### config.mk
export PLATFORM = sky130hd
export DESIGN_NAME = ifsr_core
export DESIGN_NICKNAME = d
export VERILOG_FILES = /design/src/core/ifsr_core.v
export VERILOG_INCLUDE_DIRS = /design/src /design/src/core
export SDC_FILE = /design/constraint.sdc
export NUM_CORES = 1
export LEC_CHECK = 0
export ABC_AREA = 1
export BUFFER_PORTS_ARGS = -buffer_cell sky130_fd_sc_hd__buf_2
export CAP_MARGIN = 5
export CORE_UTILIZATION = 59
export CTS_BUF_LIST = sky130_fd_sc_hd__clkbuf_4
export CTS_CLUSTER_SIZE = 14
export DETAILED_ROUTE_END_ITERATION = 10
export GPL_ROUTABILITY_DRIVEN = 0
export GPL_TIMING_DRIVEN = 0
export PLACE_DENSITY = 0.84
export SETUP_SLACK_MARGIN = 0.02
export SYNTH_ARGS = -nofsm -noshare
export SYNTH_HDL_FRONTEND = slang
export SYNTH_SLANG_ARGS = --single-unit
### constraint.sdc
create_clock -name clk_in -period 1.5 [get_ports clk_in]
set_input_delay 0.075 -clock clk_in [delete_from_list [all_inputs] [get_ports clk_in]]
set_output_delay 0.075 -clock clk_in [all_outputs]
set_load 0.02 [all_outputs]
### src/core/ifsr_regs.vh
// Register offsets, field positions and reset values of the interrupt enable/status block.
// Included by core/ifsr_core.v; definitions only.
`ifndef IFSR_REGS_VH
`define IFSR_REGS_VH
`define IFSR_OFF_IRQ_STATUS 12'h000
`define IFSR_OFF_IRQ_RAW 12'h004
`define IFSR_OFF_IRQ_ENABLE_SET 12'h008
`define IFSR_OFF_IRQ_ENABLE_CLEAR 12'h00c
`define IFSR_OFF_SOFT_IRQ_REQUEST 12'h010
`define IFSR_OFF_FAST_MASKED_STATUS 12'h100
`define IFSR_OFF_FAST_RAW_STATUS 12'h104
`define IFSR_OFF_FAST_ENABLE_SET 12'h108
`define IFSR_OFF_FAST_ENABLE_CLEAR 12'h10c
`define IFSR_OFF_IRQ_STEER 12'h110
`define IFSR_GEN_MSB 15
`define IFSR_GEN_LSB 1
`define IFSR_FAST_BIT 0
`define IFSR_SOFT_BIT 1
`define IFSR_GEN_MASK 16'hfffe
`define IFSR_RST_ENABLE 16'h0000
`define IFSR_RST_STEER 16'h0000
`define IFSR_RST_FAST_EN 1'b0
`define IFSR_RST_SOFT 1'b0
`define IFSR_RST_STATUS 32'h0000_0000
`endif

### src/core/ifsr_core.v
// Interrupt enable, enable-clear, software request and fast status/enable registers.
// Assumes a simple synchronous register port on clk_in; sources are async pins.
//
// Functional notes
// General enable bits 15:2 gate each source onto the normal request; bit 1 (software) is not gated.
// Writing one sets an enable; zero leaves it; steering picks normal or fast.
// Enable bits 31:16 and bit 0 are reserved, no enable function.
// Enable-clear is write-only; one clears matching enable bit 15:1.
// Disabled source not in masked status; level still in raw status.
// Software request write-only; bit 1 one raises, zero withdraws request.
// Software request bits 31:2 and 0 reserved, ignored on write.
// Fast masked status read-only, shows fast and steered sources after masking.
// Fast masked bits 15:1 one when source active, enabled, steered and fast enable set.
// Fast masked bit 0 one while enabled fast request pending; resets zero.
// Fast raw status read-only, levels before masking; resets zero.
// Fast raw bits 15:1 one when source active and steered, any enable.
// Fast raw bit 0 follows the unmasked fast input.
// Fast enable readable; writing one to bit 0 sets it, zero ignored.
// With fast enable set, fast and steered requests reach fast masked status.
// Steer bit one routes source to fast status, zero to normal status.
// Fast enable-clear bit 0 one disables fast request; raw stays visible.
// Normal raw status shows non-steered levels before masking.
// Normal output while any normal masked bit 15:1 set; fast output while any fast masked bit set.
// Reserved bits read zero and ignore writes.
`timescale 1ns/100ps
`default_nettype none
`include "ifsr_regs.vh"

module ifsr_core (
  // Clock and reset
  input wire clk_in,
  input wire sys_rst_in,
  // Register port
  input wire reg_wr_in,
  input wire reg_rd_in,
  input wire [11:0] reg_addr_in,
  input wire [31:0] reg_wdata_in,
  output reg [31:0] reg_rdata_out,
  output reg reg_ack_out,
  // Interrupt sources, asynchronous levels
  input wire [15:2] gen_src_in,
  input wire fast_interrupt_request_in,
  // Requests toward the processor
  output reg irq_out,
  output reg fast_req_out
);

  reg [15:0] src_s1_q;
  reg [15:0] src_s2_q;
  reg [15:0] src_s3_q;
  reg [15:0] src_q;
  reg [15:0] enable_q;
  reg [15:0] steer_q;
  reg fast_en_q;
  reg soft_q;
  reg [15:0] irq_raw_d;
  reg [15:0] irq_stat_d;
  reg [15:0] fast_raw_d;
  reg [15:0] fast_stat_d;
  reg [15:0] irq_raw_q;
  reg [15:0] irq_stat_q;
  reg [15:0] fast_raw_q;
  reg [15:0] fast_stat_q;
  reg [31:0] rdata_d;
  wire [15:0] src_pins;
  wire [15:0] src_now;
  wire [15:0] wgen;

  assign src_pins = {gen_src_in, 1'b0, fast_interrupt_request_in};
  assign wgen = reg_wdata_in[15:0] & `IFSR_GEN_MASK;
  // Software source is internal, no synchroniser needed
  assign src_now = {src_q[15:2], soft_q, src_q[0]};

  // Three-stage synchroniser; change accepted when stages two and three agree
  always @(posedge clk_in) begin
    if (sys_rst_in) begin
      src_s1_q <= 16'h0000;
      src_s2_q <= 16'h0000;
      src_s3_q <= 16'h0000;
      src_q <= 16'h0000;
    end else begin
      src_s1_q <= src_pins;
      src_s2_q <= src_s1_q;
      src_s3_q <= src_s2_q;
      src_q <= (src_s2_q & src_s3_q) | (src_q & (src_s2_q | src_s3_q));
    end
  end

  // Control registers
  always @(posedge clk_in) begin
    if (sys_rst_in) begin
      enable_q <= `IFSR_RST_ENABLE;
      steer_q <= `IFSR_RST_STEER;
      fast_en_q <= `IFSR_RST_FAST_EN;
      soft_q <= `IFSR_RST_SOFT;
    end else if (reg_wr_in) begin
      if (reg_addr_in == `IFSR_OFF_IRQ_ENABLE_SET) begin
        enable_q <= enable_q | wgen; // see R2, see R3
      end else if (reg_addr_in == `IFSR_OFF_IRQ_ENABLE_CLEAR) begin
        enable_q <= enable_q & ~wgen;
      end else if (reg_addr_in == `IFSR_OFF_SOFT_IRQ_REQUEST) begin
        soft_q <= reg_wdata_in[`IFSR_SOFT_BIT]; // see R6
      end else if (reg_addr_in == `IFSR_OFF_FAST_ENABLE_SET) begin
        fast_en_q <= fast_en_q | reg_wdata_in[`IFSR_FAST_BIT];
      end else if (reg_addr_in == `IFSR_OFF_FAST_ENABLE_CLEAR) begin
        fast_en_q <= fast_en_q & ~reg_wdata_in[`IFSR_FAST_BIT];
      end else if (reg_addr_in == `IFSR_OFF_IRQ_STEER) begin
        steer_q <= wgen;
      end
    end
  end

  // Status derivation
  always @* begin
    irq_raw_d = src_now & ~steer_q; // see R16
    irq_raw_d[`IFSR_FAST_BIT] = src_now[`IFSR_FAST_BIT];
    irq_stat_d = irq_raw_d & enable_q; // see R1
    // Software request needs no enable
    irq_stat_d[`IFSR_SOFT_BIT] = irq_raw_d[`IFSR_SOFT_BIT];
    irq_stat_d[`IFSR_FAST_BIT] = src_now[`IFSR_FAST_BIT] & fast_en_q;
    fast_raw_d = src_now & steer_q; // see R12
    fast_raw_d[`IFSR_FAST_BIT] = src_now[`IFSR_FAST_BIT]; // see R13
    fast_stat_d = fast_raw_d & enable_q & {16{fast_en_q}}; // see R8, see R9
    fast_stat_d[`IFSR_FAST_BIT] = src_now[`IFSR_FAST_BIT] & fast_en_q;
  end

  always @(posedge clk_in) begin
    if (sys_rst_in) begin
      irq_raw_q <= 16'h0000;
      irq_stat_q <= 16'h0000;
      fast_raw_q <= 16'h0000;
      fast_stat_q <= 16'h0000;
      irq_out <= 1'b0;
      fast_req_out <= 1'b0;
    end else begin
      irq_raw_q <= irq_raw_d;
      irq_stat_q <= irq_stat_d;
      fast_raw_q <= fast_raw_d;
      fast_stat_q <= fast_stat_d;
      irq_out <= |irq_stat_d[15:1];
      fast_req_out <= |fast_stat_d;
    end
  end

  // Read decode; write-only and unmapped read zero
  always @* begin
    rdata_d = `IFSR_RST_STATUS;
    if (reg_addr_in == `IFSR_OFF_IRQ_STATUS) begin
      rdata_d[15:0] = irq_stat_q;
    end else if (reg_addr_in == `IFSR_OFF_IRQ_RAW) begin
      rdata_d[15:0] = irq_raw_q;
    end else if (reg_addr_in == `IFSR_OFF_IRQ_ENABLE_SET) begin
      rdata_d[15:0] = enable_q;
    end else if (reg_addr_in == `IFSR_OFF_FAST_MASKED_STATUS) begin
      rdata_d[15:0] = fast_stat_q;
    end else if (reg_addr_in == `IFSR_OFF_FAST_RAW_STATUS) begin
      rdata_d[15:0] = fast_raw_q;
    end else if (reg_addr_in == `IFSR_OFF_FAST_ENABLE_SET) begin
      rdata_d[`IFSR_FAST_BIT] = fast_en_q;
    end
  end

  always @(posedge clk_in) begin
    if (sys_rst_in) begin
      reg_rdata_out <= `IFSR_RST_STATUS;
      reg_ack_out <= 1'b0;
    end else begin
      reg_rdata_out <= reg_rd_in ? rdata_d : `IFSR_RST_STATUS;
      reg_ack_out <= reg_rd_in | reg_wr_in;
    end
  end

endmodule
`default_nettype wire

==> results.md, run 1 <==
- The flow ran to the end, and the final reports show no timing, DRC or antenna violations.
- The family of cells with the greatest summed delay on the critical path is simple AND/OR/NAND/NOR gates.
- Summing every instance area after synthesis gives 6710 µm².
- No sink is reached through more buffers than the 2 on the longest clock path.
- STA classifies the critical path startpoint as a register.
- In this run the static leakage power is between 3 and 4 nW.
- The chip height is approximately 110 µm.
- The worst setup path is of the reg -> reg kind.
- The count of nets left with antenna violations once routing finished came out at 0.
- For met2 alone, demand over resource in global routing was 0.525.
- The maximum fanout encountered on the critical timing path is 10.
- The layout cell share with drive strength beyond 1 is 0.172.
- The largest net degree at the start of global routing is 17.
- For the pin with the worst max-slew slack, the measured transition is 0.757 ns.
- The growth of design area from synthesis to finish is 18.0%.
- In this run the number of cells on the critical path is 7.
- The CTS root buffer is clkbuf_4.
- Dividing the synthesized area by the synthesized cell count gives 7.84 µm².
- Summing all flip-flop and latch instances after layout gives 3440 µm².
- The synthesized instance count is about 860.
- The register area share after synthesis is 0.513.
- Setup violations remaining at the end of the flow were counted as 0.
- The horizontal die dimension is 109 µm.
- The first-pass GRT wire length is roughly 27000 µm.
- The H-tree level count is 4.
- The worst register-to-register path ends at fast_req_out.
- The total wire length is ~17000 µm.
- The startpoint of the most critical hold path is reg_wr_in.
- The final-layout worst hold slack is roughly 0.026 ns.
- The initial antenna violation count is 0.
- After clock tree synthesis, the setup repair step added 0 buffers.
- The part of the cycle the worst path needs is 0.961.
- Derived from the worst setup path, the maximum achievable clock frequency is 694 MHz.
- The number of cells in the finished layout apart from fillers is between 1000 and 1500.
- Counting the buffers created by CTS gives 17.
- The multi-input gate area in the final layout is 2530 µm².
- In the final routed layout, each cell accounts on average for 14.7 µm.
- The total congestion overflow is 0.
- The HPWL after detailed placement is 11800 µm.
- Setup slack on the worst reg-to-reg path comes out at 0.06 ns.
- After detailed placement, the design holds a cell count of 1075.
- The row count is 38.
- The clock arrives with 0.0202 ns of skew.
- The busiest layer in global routing is met2.
- The via count of the first global-routing pass is 5521.
- In this run, the number of DRC markers left after iteration 0 of detailed routing was 598.
- Across the run, the number of max-cap violations was 0.
- Using the TritonRoute via totals, the vias-per-cell ratio works out to approximately 5.3.
- The starting density of the core is 0.611.
- The netlist uses 32 different library cells.
- The repair_antennas step left the layout with diodes totalling 0.
- CTS saw approximately 170 sinks.
- For this run, global-route usage on met1 was measured as 0.364.
- Once layout is done, the placed cells without fillers occupy 7920 µm².
- Across the VDD grid, the largest voltage drop is ~0.8 mV.
- Setup repair after global routing left no endpoint under its margin.
- The remaining routing DRC violations is 0.
- The delay of the slowest critical-path stage is 0.34 ns.
- At the end of the flow, the number of nets in the layout was 1055.
- The clock transition at the registers of the reported paths is 0.13 ns.
- The combined global-route utilization of all metal layers is 0.304.
- For the worst flop-to-flop path, the logic depth is 7.
- The full die area is 11800 µm².
- The number of cells on the worst hold path is 6.
- For met3 alone, demand over resource in global routing was 0.0616.
- The worst pin sits at a relative slew slack of 0.495.
- The placeable core region is around 11000 µm².
- The pre-antenna-repair detailed-routing pass consisted of 7 iterations.
- The minimum clock period after layout is 1.44 ns.
- The signal on the critical path passes through buf_2 > nand4_1 > nand2_1 > nor3_1 > nand2_1 > nor2_1 > nor2_1.
- The clock network latency to the later pin of the worst-skew pair is 0.58 ns.
- At the worst endpoint, the arrival time is 1.89 ns.
- The tightest min-delay check is of the in -> reg type.
- The total count of hold-check failures in the final report is 0.
- The number of buffers inserted by port buffering is 64.
- The number of filler cells placed in the layout is between 800 and 900.
- The area after detailed placement is about 7300 µm².
- STA puts the critical path data required time at ~1.9 ns.
- Yosys printed 0 warnings.
- The final route contains 6021 vias.
- The CTS tree is built.
- The worst setup path is captured at a register.
- In this run the power density over the cells is a little under 1000 nW/µm².
- The I/O pin count is 98.
- Power comes to 7.63 mW.
- The total count of max-transition violations in the final report is 0.
- The flip-flop and latch count after synthesis is 172.
- The critical path buffer and inverter count is 1.
- The slowest cell on the critical path is dfxtp_1.
## synth_stat cells (all sizes together)
cell / count / area share
buf: 38 / 0.036
nand2: 98 / 0.061
nor2: 133 / 0.082
nand3: 82 / 0.063
o21ai: 57 / 0.043
a21oi: 47 / 0.035
clkbuf: 19 / 0.011
dfxtp: 172 / 0.51
nor4: 10 / 0.0093
nor3: 37 / 0.029
conb: 1 / 0.00056
inv: 127 / 0.071
o21bai: 2 / 0.0022
nor3b: 16 / 0.029
clkinv: 1 / 0.00075
nand3b: 1 / 0.0011
and2: 2 / 0.0019
nand4: 11 / 0.010
o21a: 2 / 0.0022
## power breakdown
group / leakage [nW] / internal, mW / switching [mW]
registers: 1.39 / 4.62 / 0.0222
clock network: 0.145 / 0.978 / 1.53
logic: 1.94 / 0.192 / 0.285
## routing by layer
layer | wire (µm) | share of wire
met1 | 6780 | 0.40
met2 | 8050 | 0.48
met3 | 1440 | 0.085
met4 | 603 | 0.036
met5 | 0 | 0
## worst min-delay path, cell delays in order
cell	delay [ns]
buf_2	0.11
inv_1	0.09
a21oi_1	0.08
nand3_1	0.07
and2_1	0.11
nor2_1	0.04
## sequential cells by signal, indices dropped and copies added (netlist names), named ones only
| register | flops |
|---|---|
| reg_ack_out | 1 |
| irq_stat_q | 15 |
| irq_raw_q | 16 |
| src_s3_q | 15 |
| steer_q | 15 |
| fast_stat_q | 15 |
| fast_raw_q | 15 |
| fast_req_out | 1 |
| soft_q | 1 |
| reg_rdata_out | 16 |
| src_q | 15 |
| src_s2_q | 15 |
| irq_out | 1 |
| src_s1_q | 15 |
## area by class of cell
type / instances / share of cell area
sequential: 172 / 0.435
multi-input combinational: 514 / 0.320
timing repair buffer: 102 / 0.0885
inverter: 128 / 0.0609
buffer: 57 / 0.0400
tap: 140 / 0.0221
clock buffer: 18 / 0.0171
clock inverter: 14 / 0.0163
## worst max path at each step
stage                    start           end  slack [ns]
floorplan             register  fast_req_out        0.26
global placement    sys_rst_in  irq_raw_q[8]       -0.16
detailed placement  sys_rst_in  irq_raw_q[8]       -0.17
CTS                   register  fast_req_out        0.05
global route          register  fast_req_out        0.04
finish                register  fast_req_out        0.06
## metrics by stage
step | worst slack [ns] | utilization | setup TNS (ns)
after detailed placement | -0.168 | 0.661 | -1.36
final | 0.0592 | 0.721 | 0
after floorplan | 0.255 | - | 0
after global placement | -0.162 | 0.661 | -1.99
after CTS | 0.0531 | 0.721 | 0
after global routing | 0.0391 | 0.721 | 0
## cells in the final DEF (no fill, tap or decap), drive strengths merged
cell type | Yosys | layout
nor3 | 37 | 37
bufinv | 0 | 2
o21a | 2 | 2
nand2 | 98 | 98
nor2 | 133 | 133
buf | 38 | 104
dfxtp | 172 | 172
o21bai | 2 | 2
clkbuf | 19 | 35
clkinvlp | 0 | 1
nand3b | 1 | 1
clkinv | 1 | 12
and2 | 2 | 2
nand4 | 11 | 11
dlygate4sd3 | 0 | 38
nor3b | 16 | 16
a21oi | 47 | 47
inv | 127 | 127
nand3 | 82 | 82
o21ai | 57 | 57
nor4 | 10 | 10
conb | 1 | 16
## kinds of logic after synthesis
logic type / share of synthesized area
flops: 0.513
buf+inv: 0.118
simple gates: 0.286
other cells: 0.000559
compound gates: 0.0820
## repair_timing
| action | CTS | global route |
|---|---|---|
| setup endpoints to repair | 1 | 1 |
| gates cloned | 0 | 0 |
| hold buffers | 38 | 0 |
| gates resized for setup | 4 | 3 |
| pin swaps | 0 | 1 |
| hold endpoints to repair | 50 | 0 |
Power figures use the tool's default switching activity.
==> run 2: changes to the inputs <==
--- a/config.mk
+++ b/config.mk
@@ -6,10 +6,9 @@
 export SDC_FILE = /design/constraint.sdc
 export NUM_CORES = 1
 export LEC_CHECK = 0
-export ABC_AREA = 1
 export BUFFER_PORTS_ARGS = -buffer_cell sky130_fd_sc_hd__buf_2
 export CAP_MARGIN = 5
-export CORE_UTILIZATION = 59
+export CORE_UTILIZATION = 58
 export CTS_BUF_LIST = sky130_fd_sc_hd__clkbuf_4
 export CTS_CLUSTER_SIZE = 14
 export DETAILED_ROUTE_END_ITERATION = 10
==> run 2 against run 1 <==
  * Worst setup slack lost 0.018 ns
  * Clock-buffer cell count fell by 1
  * Wire length decreased by 12%
  * Worst hold slack improved by 0.032 ns
  * Critical path depth increased by 1
  * Register-to-register slack gained 0.08 ns
  * Sequential power is essentially flat
  * First-iteration DRC count down 21%
  * Critical path type is now in -> reg
  * Largest cell class unchanged
  * Highest routed layer unchanged
==> results.md, run 2 <==
- The commonest cells after synthesis are dfxtp_1 (172), nand2_1 (58), nor2_1 (45), nor2b_1 (45), a21oi_1 (43).
- The critical path goes through buf_2 > or4_4 > buf_6 > nor3_4 > buf_4 > and3_1 > nand2_1 > a31oi_1.
- Clock skew on the completed layout was measured at between 0.02 and 0.025 ns.
- The horizontal die dimension is 104 µm.
- The initial antenna violation count came to 0.
- Across the whole layout, storage elements account for 3440 µm².
- Clock-pin slew was measured on the worst setup and hold paths at approximately 0.15 ns.
- Yosys attributes the largest share of cell area to dfxtp_1 (57%), nor2b_1 (4.7%), nand2_1 (3.6%).
- The total count of max-transition violations in the final report is 0.
- The largest registers in the layout are irq_raw_q x16, reg_rdata_out x16.
- After floorplanning, the core was sized to cover 9910 µm².
- For this run, the detailed router's first-pass iteration total came to 6.
- The clock network latency to the later pin of the worst-skew pair is around 0.57 ns.
- The first-pass GRT wire length is 23600 µm.
- The worst-case headroom to the max-slew limit is 0.596.
- Detailed placement ended at an HPWL of 10300 µm.
- The number of cells in the finished layout apart from fillers is approximately 900.
- By startpoint and endpoint, the worst setup path is classified as in -> reg.
- The number of buffers inserted by port buffering is 64.
- Timing would allow up to 686 MHz.
- The cell with the most instances after synthesis is dfxtp_1.
- After detailed routing, the number of remaining DRC violations is 0.
- The share of async-settable or async-resettable flops after synthesis is 0.
- STA puts the critical path data required time at 1.99 ns.
- The mapped cell area is 6010 µm².
- The register area share after synthesis is 0.573.
- The library cell used most frequently in the layout, excluding fill and tap cells, is dfxtp_1.
- The leakage power is 2.81 nW.
- At the pin with the least slew margin, the transition time is 0.606 ns.
- VDD sags by at most between 0.9 and 1 mV.
- The share of total power dissipated in combinational logic is 0.058.
- The analysis attributes to net switching a power of 1.88 mW.
- Setup repair after global routing could not meet its margin everywhere.
- STA classifies the critical path startpoint as an input port.
- In the layout the commonest cells are dfxtp_1 (172), buf_2 (65), nand2_1 (58).
- The max-cap violation count is 0.
- The total wire length is 14900 µm.
- Counting flops with a built-in enable in the synthesized netlist gives 0.
- Of the total power, the share spent switching nets is 0.255.
- The starting density of the core is 0.607.
- The maximum fanout encountered on the critical timing path is 6.
- Of the cells placed in the final design, the portion with a size suffix greater than 1 is 0.190.
- The full die area is 10800 µm².
- The multi-input gate area in the final layout is 2390 µm².
- The count of antenna diodes in the layout is 0.
- The path category of the worst min-delay check is in -> reg.
- The via count of the routed design is just over 5000.
- For this design, the slowest cell found on the critical path is or4_4.
- In the final routed layout, each cell accounts on average for 16.7 µm.
- After synthesis the netlist holds a flip-flop and latch count of 172.
- Of the total power, registers draw 0.630.
- The largest net degree at the start of global routing is 17.
- Counting the buffers created by CTS gives 17.
- Setup total negative slack on the finished layout was measured at 0 ns.
- The share of synthesized area in the top cell type comes to 0.573.
- During synthesis, Yosys emitted a total of 0 warnings.
- The H-tree was split into 4 levels.
- Grouping stages by cell kind, the critical path spends the most delay in simple AND/OR/NAND/NOR gates.
- TritonCTS built the clock tree.
- The power per unit of standard cell area is slightly above 1000 nW/µm².
- The share of total power dissipated in the clock network is 0.312.
- The count of nets left with antenna violations once routing finished came out at 0.
- Counting the fill cells in the layout gives 695.
- CTS saw ~170 sinks.
- dfxtp_1 takes more of the synthesized area than any other cell.
- The combined global-route utilization of all metal layers is 0.281.
- The synthesized area per cell is between 9 and 10 µm².
- For this design the top-level I/O count stands at 98.
- Of the available clock period, the critical path in the final layout requires 0.972.
- Relative to the synthesized area, the layout overhead comes to 21.5%.
- The delay of the slowest critical-path stage is 0.53 ns.
- The vias per cell is 5.72.
- The row count is 36.
- The total chip power is 7.38 mW.
- Counting tap cells, the placed design contains a total of 816 instances.
- In this run, the number of DRC markers left after iteration 0 of detailed routing was 470.
- The synthesized instance count is 604.
- The internal portion of the total power is 5.49 mW.
- The most used flip-flop cell after synthesis is dfxtp_1.
- The minimum clock period after layout is approximately 1.5 ns.
- STA puts the critical path data arrival time at 1.95 ns.
- The chip height is 104 µm.
- The via count of the first global-routing pass is 4859.
- The total count of hold-check failures in the final report is 0.
- In this run the clock root is driven by a clkbuf_4.
- The total congestion overflow is 0.
- STA classifies the critical path endpoint as a register.
- The final net count is 809.
- The critical path buffer and inverter count is 3.
- The clock passes through at most 2 buffers.
- Setup violations remaining at the end of the flow were counted as 0.
- The unique cell type count in the Yosys netlist is 42.
- The flow ran to the end, and the final reports show no timing, DRC or antenna violations.
-- run 2: cell count changes in the layout (fill, tap and decap cells not counted), moves of 15 or more --
cell / delta
buf_2: -15
nand2_1: -28
nand3_1: -65
inv_1: -118
nor3_1: -31
nor3b_2: -16
mux2i_1: +17
nor2b_1: +45
o21ai_1: -29
nor2_1: -81
-- run 2: area by class of cell --
cell class,instances,share of cell area
sequential,172,0.471
multi-input combinational,394,0.327
timing repair buffer,108,0.102
buffer,49,0.0421
tap,133,0.0228
clock buffer,17,0.0175
clock inverter,15,0.0161
inverter,4,0.00205
-- run 2: final timing paths --
path / startpoint / end / cells after the start / slack (ns)
max: reg_addr_in[5] / reg_rdata_out[3] / 8 / 0.04
min: reg_addr_in[2] / reg_rdata_out[0] / 5 / 0.06
min reg2reg: src_s1_q[11] / src_s2_q[11] / 1 / 0.45
max reg2reg: src_q[14] / fast_req_out / 4 / 0.14
-- run 2: cell families (layout without fill, tap and decap cells) --
logic type | count (synthesis) | after routing | synth area share
buffers and inverters | 53 | 193 | 0.0485
AO/OA/AOI/OAI | 128 | 128 | 0.137
other | 1 | 16 | 0.000624
AND/OR/NAND/NOR | 233 | 233 | 0.213
flip-flops | 172 | 172 | 0.573
multiplexers | 17 | 17 | 0.0283
-- run 2: metrics by stage --
| stage | hold slack (ns) | utilization | instance area [µm²] | setup WS [ns] |
|---|---|---|---|---|
| 2_1_floorplan | 0.184 | - | 6130 | -0.172 |
| 3_3_place_gp | 0.281 | 0.668 | 6620 | -0.715 |
| 3_5_place_dp | 0.289 | 0.668 | 6620 | -0.746 |
| 4_1_cts | 0.0496 | 0.733 | 7270 | 0.0437 |
| 5_1_grt | 0.0867 | 0.738 | 7310 | -0.00283 |
| 6_report | 0.0580 | 0.738 | 7310 | 0.0414 |
-- run 2: power groups by stage --
stage / registers (mW) / clock network (mW) / logic (mW)
floorplan: 4.74 / 0 / 0.207
global placement: 4.74 / 0 / 0.329
detailed placement: 4.74 / 0 / 0.343
CTS: 4.64 / 2.33 / 0.418
global route: 4.65 / 2.54 / 0.459
finish: 4.64 / 2.30 / 0.430
-- run 2: per-layer routing --
layer,wire (µm),GRT usage,vias up
li1,-,-,2379
met1,5880,0.335,2389
met2,7330,0.477,284
met3,1180,0.0503,52
met4,542,0.157,0
met5,0,0,-
-- run 2: worst register-to-register path, stage by stage (launching register included) --
cell and delay, ns:
dfxtp_1 0.39, nand3_1 0.16, nand2_1 0.07, nor4b_1 0.49, a21oi_1 0.16
-- run 2: repair_timing --
action                                  4_1_cts  5_1_grt
resized for setup                             2        6
endpoints found under the setup margin       10       22
hold buffers                                 37        0
hold endpoints to repair                     49        0
pin swaps                                     1        4
buffers inserted                              3        4
==> run 3: changes to the inputs <==
--- a/config.mk
+++ b/config.mk
@@ -15,6 +15,7 @@
 export GPL_ROUTABILITY_DRIVEN = 0
 export GPL_TIMING_DRIVEN = 0
 export PLACE_DENSITY = 0.84
+export RECOVER_POWER = 25
 export SETUP_SLACK_MARGIN = 0.02
 export SYNTH_ARGS = -nofsm -noshare
 export SYNTH_HDL_FRONTEND = slang
==> run 3 against run 2 <==
  * Sequential share of layout area about the same
  * Core utilization is essentially flat
  * Clock skew shrank 0.0010 ns
  * Cell count unchanged
  * Critical path depth unchanged
  * Largest cell class unchanged
==> results.md, run 3 (synthesis gave the netlist of run 2 again) <==
- The number of cells in the finished layout apart from fillers is 892.
- The chip height is roughly 100 µm.
- The final setup skew is 0.0228 ns.
- The initial utilization of the core area, before any placement, comes to 0.607.
- The worst-case headroom to the max-slew limit is 0.583.
- The critical path data arrival time is slightly below 2 ns.
- The path category of the worst min-delay check is in -> reg.
- At the later pin of the worst-skew pair, clock insertion delay measures about 0.55 ns.
- The total count of max-transition violations in the final report is 0.
- Across the VDD grid, the largest voltage drop is 0.909 mV.
- The number of CTS-inserted buffers is 17.
- The combined global-route utilization of all metal layers is 0.281.
- The I/O pin count is roughly 100.
- The max-cap violation count is 0.
- CTS built an H-tree with a depth of 4.
- The final net count is 809.
- TritonCTS built the clock tree.
- In this run the horizontal extent of the chip is 104 µm.
- The buffer depth of the longest clock path is 2.
- The remaining routing DRC violations is 0.
- The first-pass iteration count of the detailed router is 7.
- In the routed layout, each cell is associated on average with a via count of 5.70.
- For this run, the slowest stage of the critical path takes 0.53 ns.
- In the layout the commonest cells are dfxtp_1 (172), buf_2 (64), nand2_1 (58).
- The kind of end point of the critical path is a register.
- The flow ran to the end, and the final reports show no timing, DRC or antenna violations.
- The largest net degree at the start of global routing is 17.
- The startpoint-to-endpoint class of the critical path is in -> reg.
- In this run the most critical hold path is launched from reg_addr_in[2].
- The family of cells with the greatest summed delay on the critical path is simple AND/OR/NAND/NOR gates.
- The initial antenna violation count was 0.
- The transition at the pin with the smallest max-transition slack is roughly 0.63 ns.
- For this design, the slowest cell found on the critical path is or4_4.
- The final worst slack is around 0.035 ns.
- The number of cells in the design after placement is 816.
- The routed design has 14900 µm of wire.
- The via count of the first global-routing pass came to 4859.
- The first global-routing pass estimated about 24000 µm of wire.
- The part of the cycle the worst path needs is 0.976.
- The placeable core region is approximately 9900 µm².
- The via count of the routed design is 5087.
- The layout cell share with drive strength beyond 1 is 0.188.
- The worst setup slack before clock tree synthesis is -0.746 ns.
- Setup repair after global routing could not meet its margin everywhere.
- The critical path goes through buf_2 > or4_4 > buf_6 > nor3_4 > buf_4 > and3_1 > nand2_1 > a31oi_1.
- The die covers around 11000 µm².
- The library cell used most frequently in the layout, excluding fill and tap cells, is dfxtp_1.
- The total count of hold-check failures in the final report was 0.
- The residual antenna-violating net count after detailed routing is 0.
- The tree is rooted in a clkbuf_4.
- The worst register-to-register path begins at src_q[14].
- Fill cells in the final layout number just under 700.
- The total congestion overflow is 0.
- The maximum clock frequency is 683 MHz.
- Tracing the worst setup path back leads to its startpoint at reg_addr_in[5].
- The routed design could run at a clock period as short as 1.46 ns.
- Clock-pin slew was measured on the worst setup and hold paths at 0.15 ns.
- The wire-length estimate of the detail-placed layout is 10300 µm.
- Setup violations remaining at the end of the flow were counted as 0.
- The required time of the critical path is just under 2 ns.
- The number of buffers inserted by port buffering is 64.
- Relative to the synthesized area, the layout overhead comes to 21.5%.
- The violation count after the first detailed-route iteration is 464.
- Summed over all cells, the static leakage comes to approximately 2.8 nW.
- The row count is 36.
- The mean routed wirelength per cell is 16.7 µm.
- The largest registers in the layout are irq_raw_q x16, reg_rdata_out x16.
- The worst setup path is launched from an input port.
- Together, buffers and inverters on the worst path number 3.
- The number of sinks handled by clock tree synthesis is 172.
- The total chip power is around 7.4 mW.
- The maximum fanout encountered on the critical timing path is 6.
- The count of antenna diodes in the layout is 0.
- Power spread over the standard cell area amounts to 1010 nW/µm².
## run 3: cell count changes in the layout (fill, tap and decap cells not counted), sizes merged
cell	previous run	this run
buf	98	96
clkbuf	39	41
## run 3: path summary, 6_finish.rpt
path	to	slack, ns	depth (start not counted)
worst max-delay path	reg_rdata_out[3]	0.04	8
worst min-delay path	reg_rdata_out[0]	0.07	5
worst max register to register	fast_req_out	0.13	4
worst min register to register	src_s2_q[11]	0.45	1
## run 3: worst min-delay path: stages
cell and delay (ns):
buf_2 0.10, nor4_2 0.06, nand2b_1 0.14, nor2_1 0.06, a211oi_1 0.15
## run 3: routing by layer
metal,track usage,part of all wire,up-vias
met3,0.0503,0.082,53
met2,0.477,0.49,289
met1,0.335,0.39,2361
met4,0.157,0.035,0
li1,-,-,2384
met5,0,0,-
## run 3: area by class of cell
class / instances / area, µm² / area share
plain buffers: 49 / 308 / 0.0421
clock buffers: 17 / 128 / 0.0175
clock inverters: 15 / 118 / 0.0161
inverters: 4 / 15.0 / 0.00205
multi-input cells: 394 / 2390 / 0.327
flip-flops and latches: 172 / 3440 / 0.471
well taps: 133 / 166 / 0.0228
repair buffers: 108 / 742 / 0.102
## run 3: power by group
| group | internal [mW] | total (mW) | switching, mW |
|---|---|---|---|
| Sequential | 4.62 | 4.64 | 0.0222 |
| Combinational | 0.194 | 0.431 | 0.236 |
| Clock | 0.677 | 2.30 | 1.62 |
## run 3: metrics by stage
step	setup TNS (ns)	instance area (µm²)	utilization	hold WS [ns]
2_1_floorplan	-4.40	6130	-	0.184
3_3_place_gp	-21.58	6620	0.668	0.281
3_5_place_dp	-25.99	6620	0.668	0.289
4_1_cts	0	7270	0.733	0.0496
5_1_grt	-0.00283	7310	0.737	0.0867
6_report	0	7310	0.737	0.0712
## run 3: timing repair
| item | in CTS | in global routing |
|---|---|---|
| pin swaps | 1 | 4 |
| buffers inserted | 3 | 4 |
| resized for setup | 2 | 6 |
| gates cloned | 0 | 0 |
| hold buffers | 37 | 0 |
| hold endpoints to repair | 49 | 0 |
| endpoints found under the setup margin | 10 | 22 |
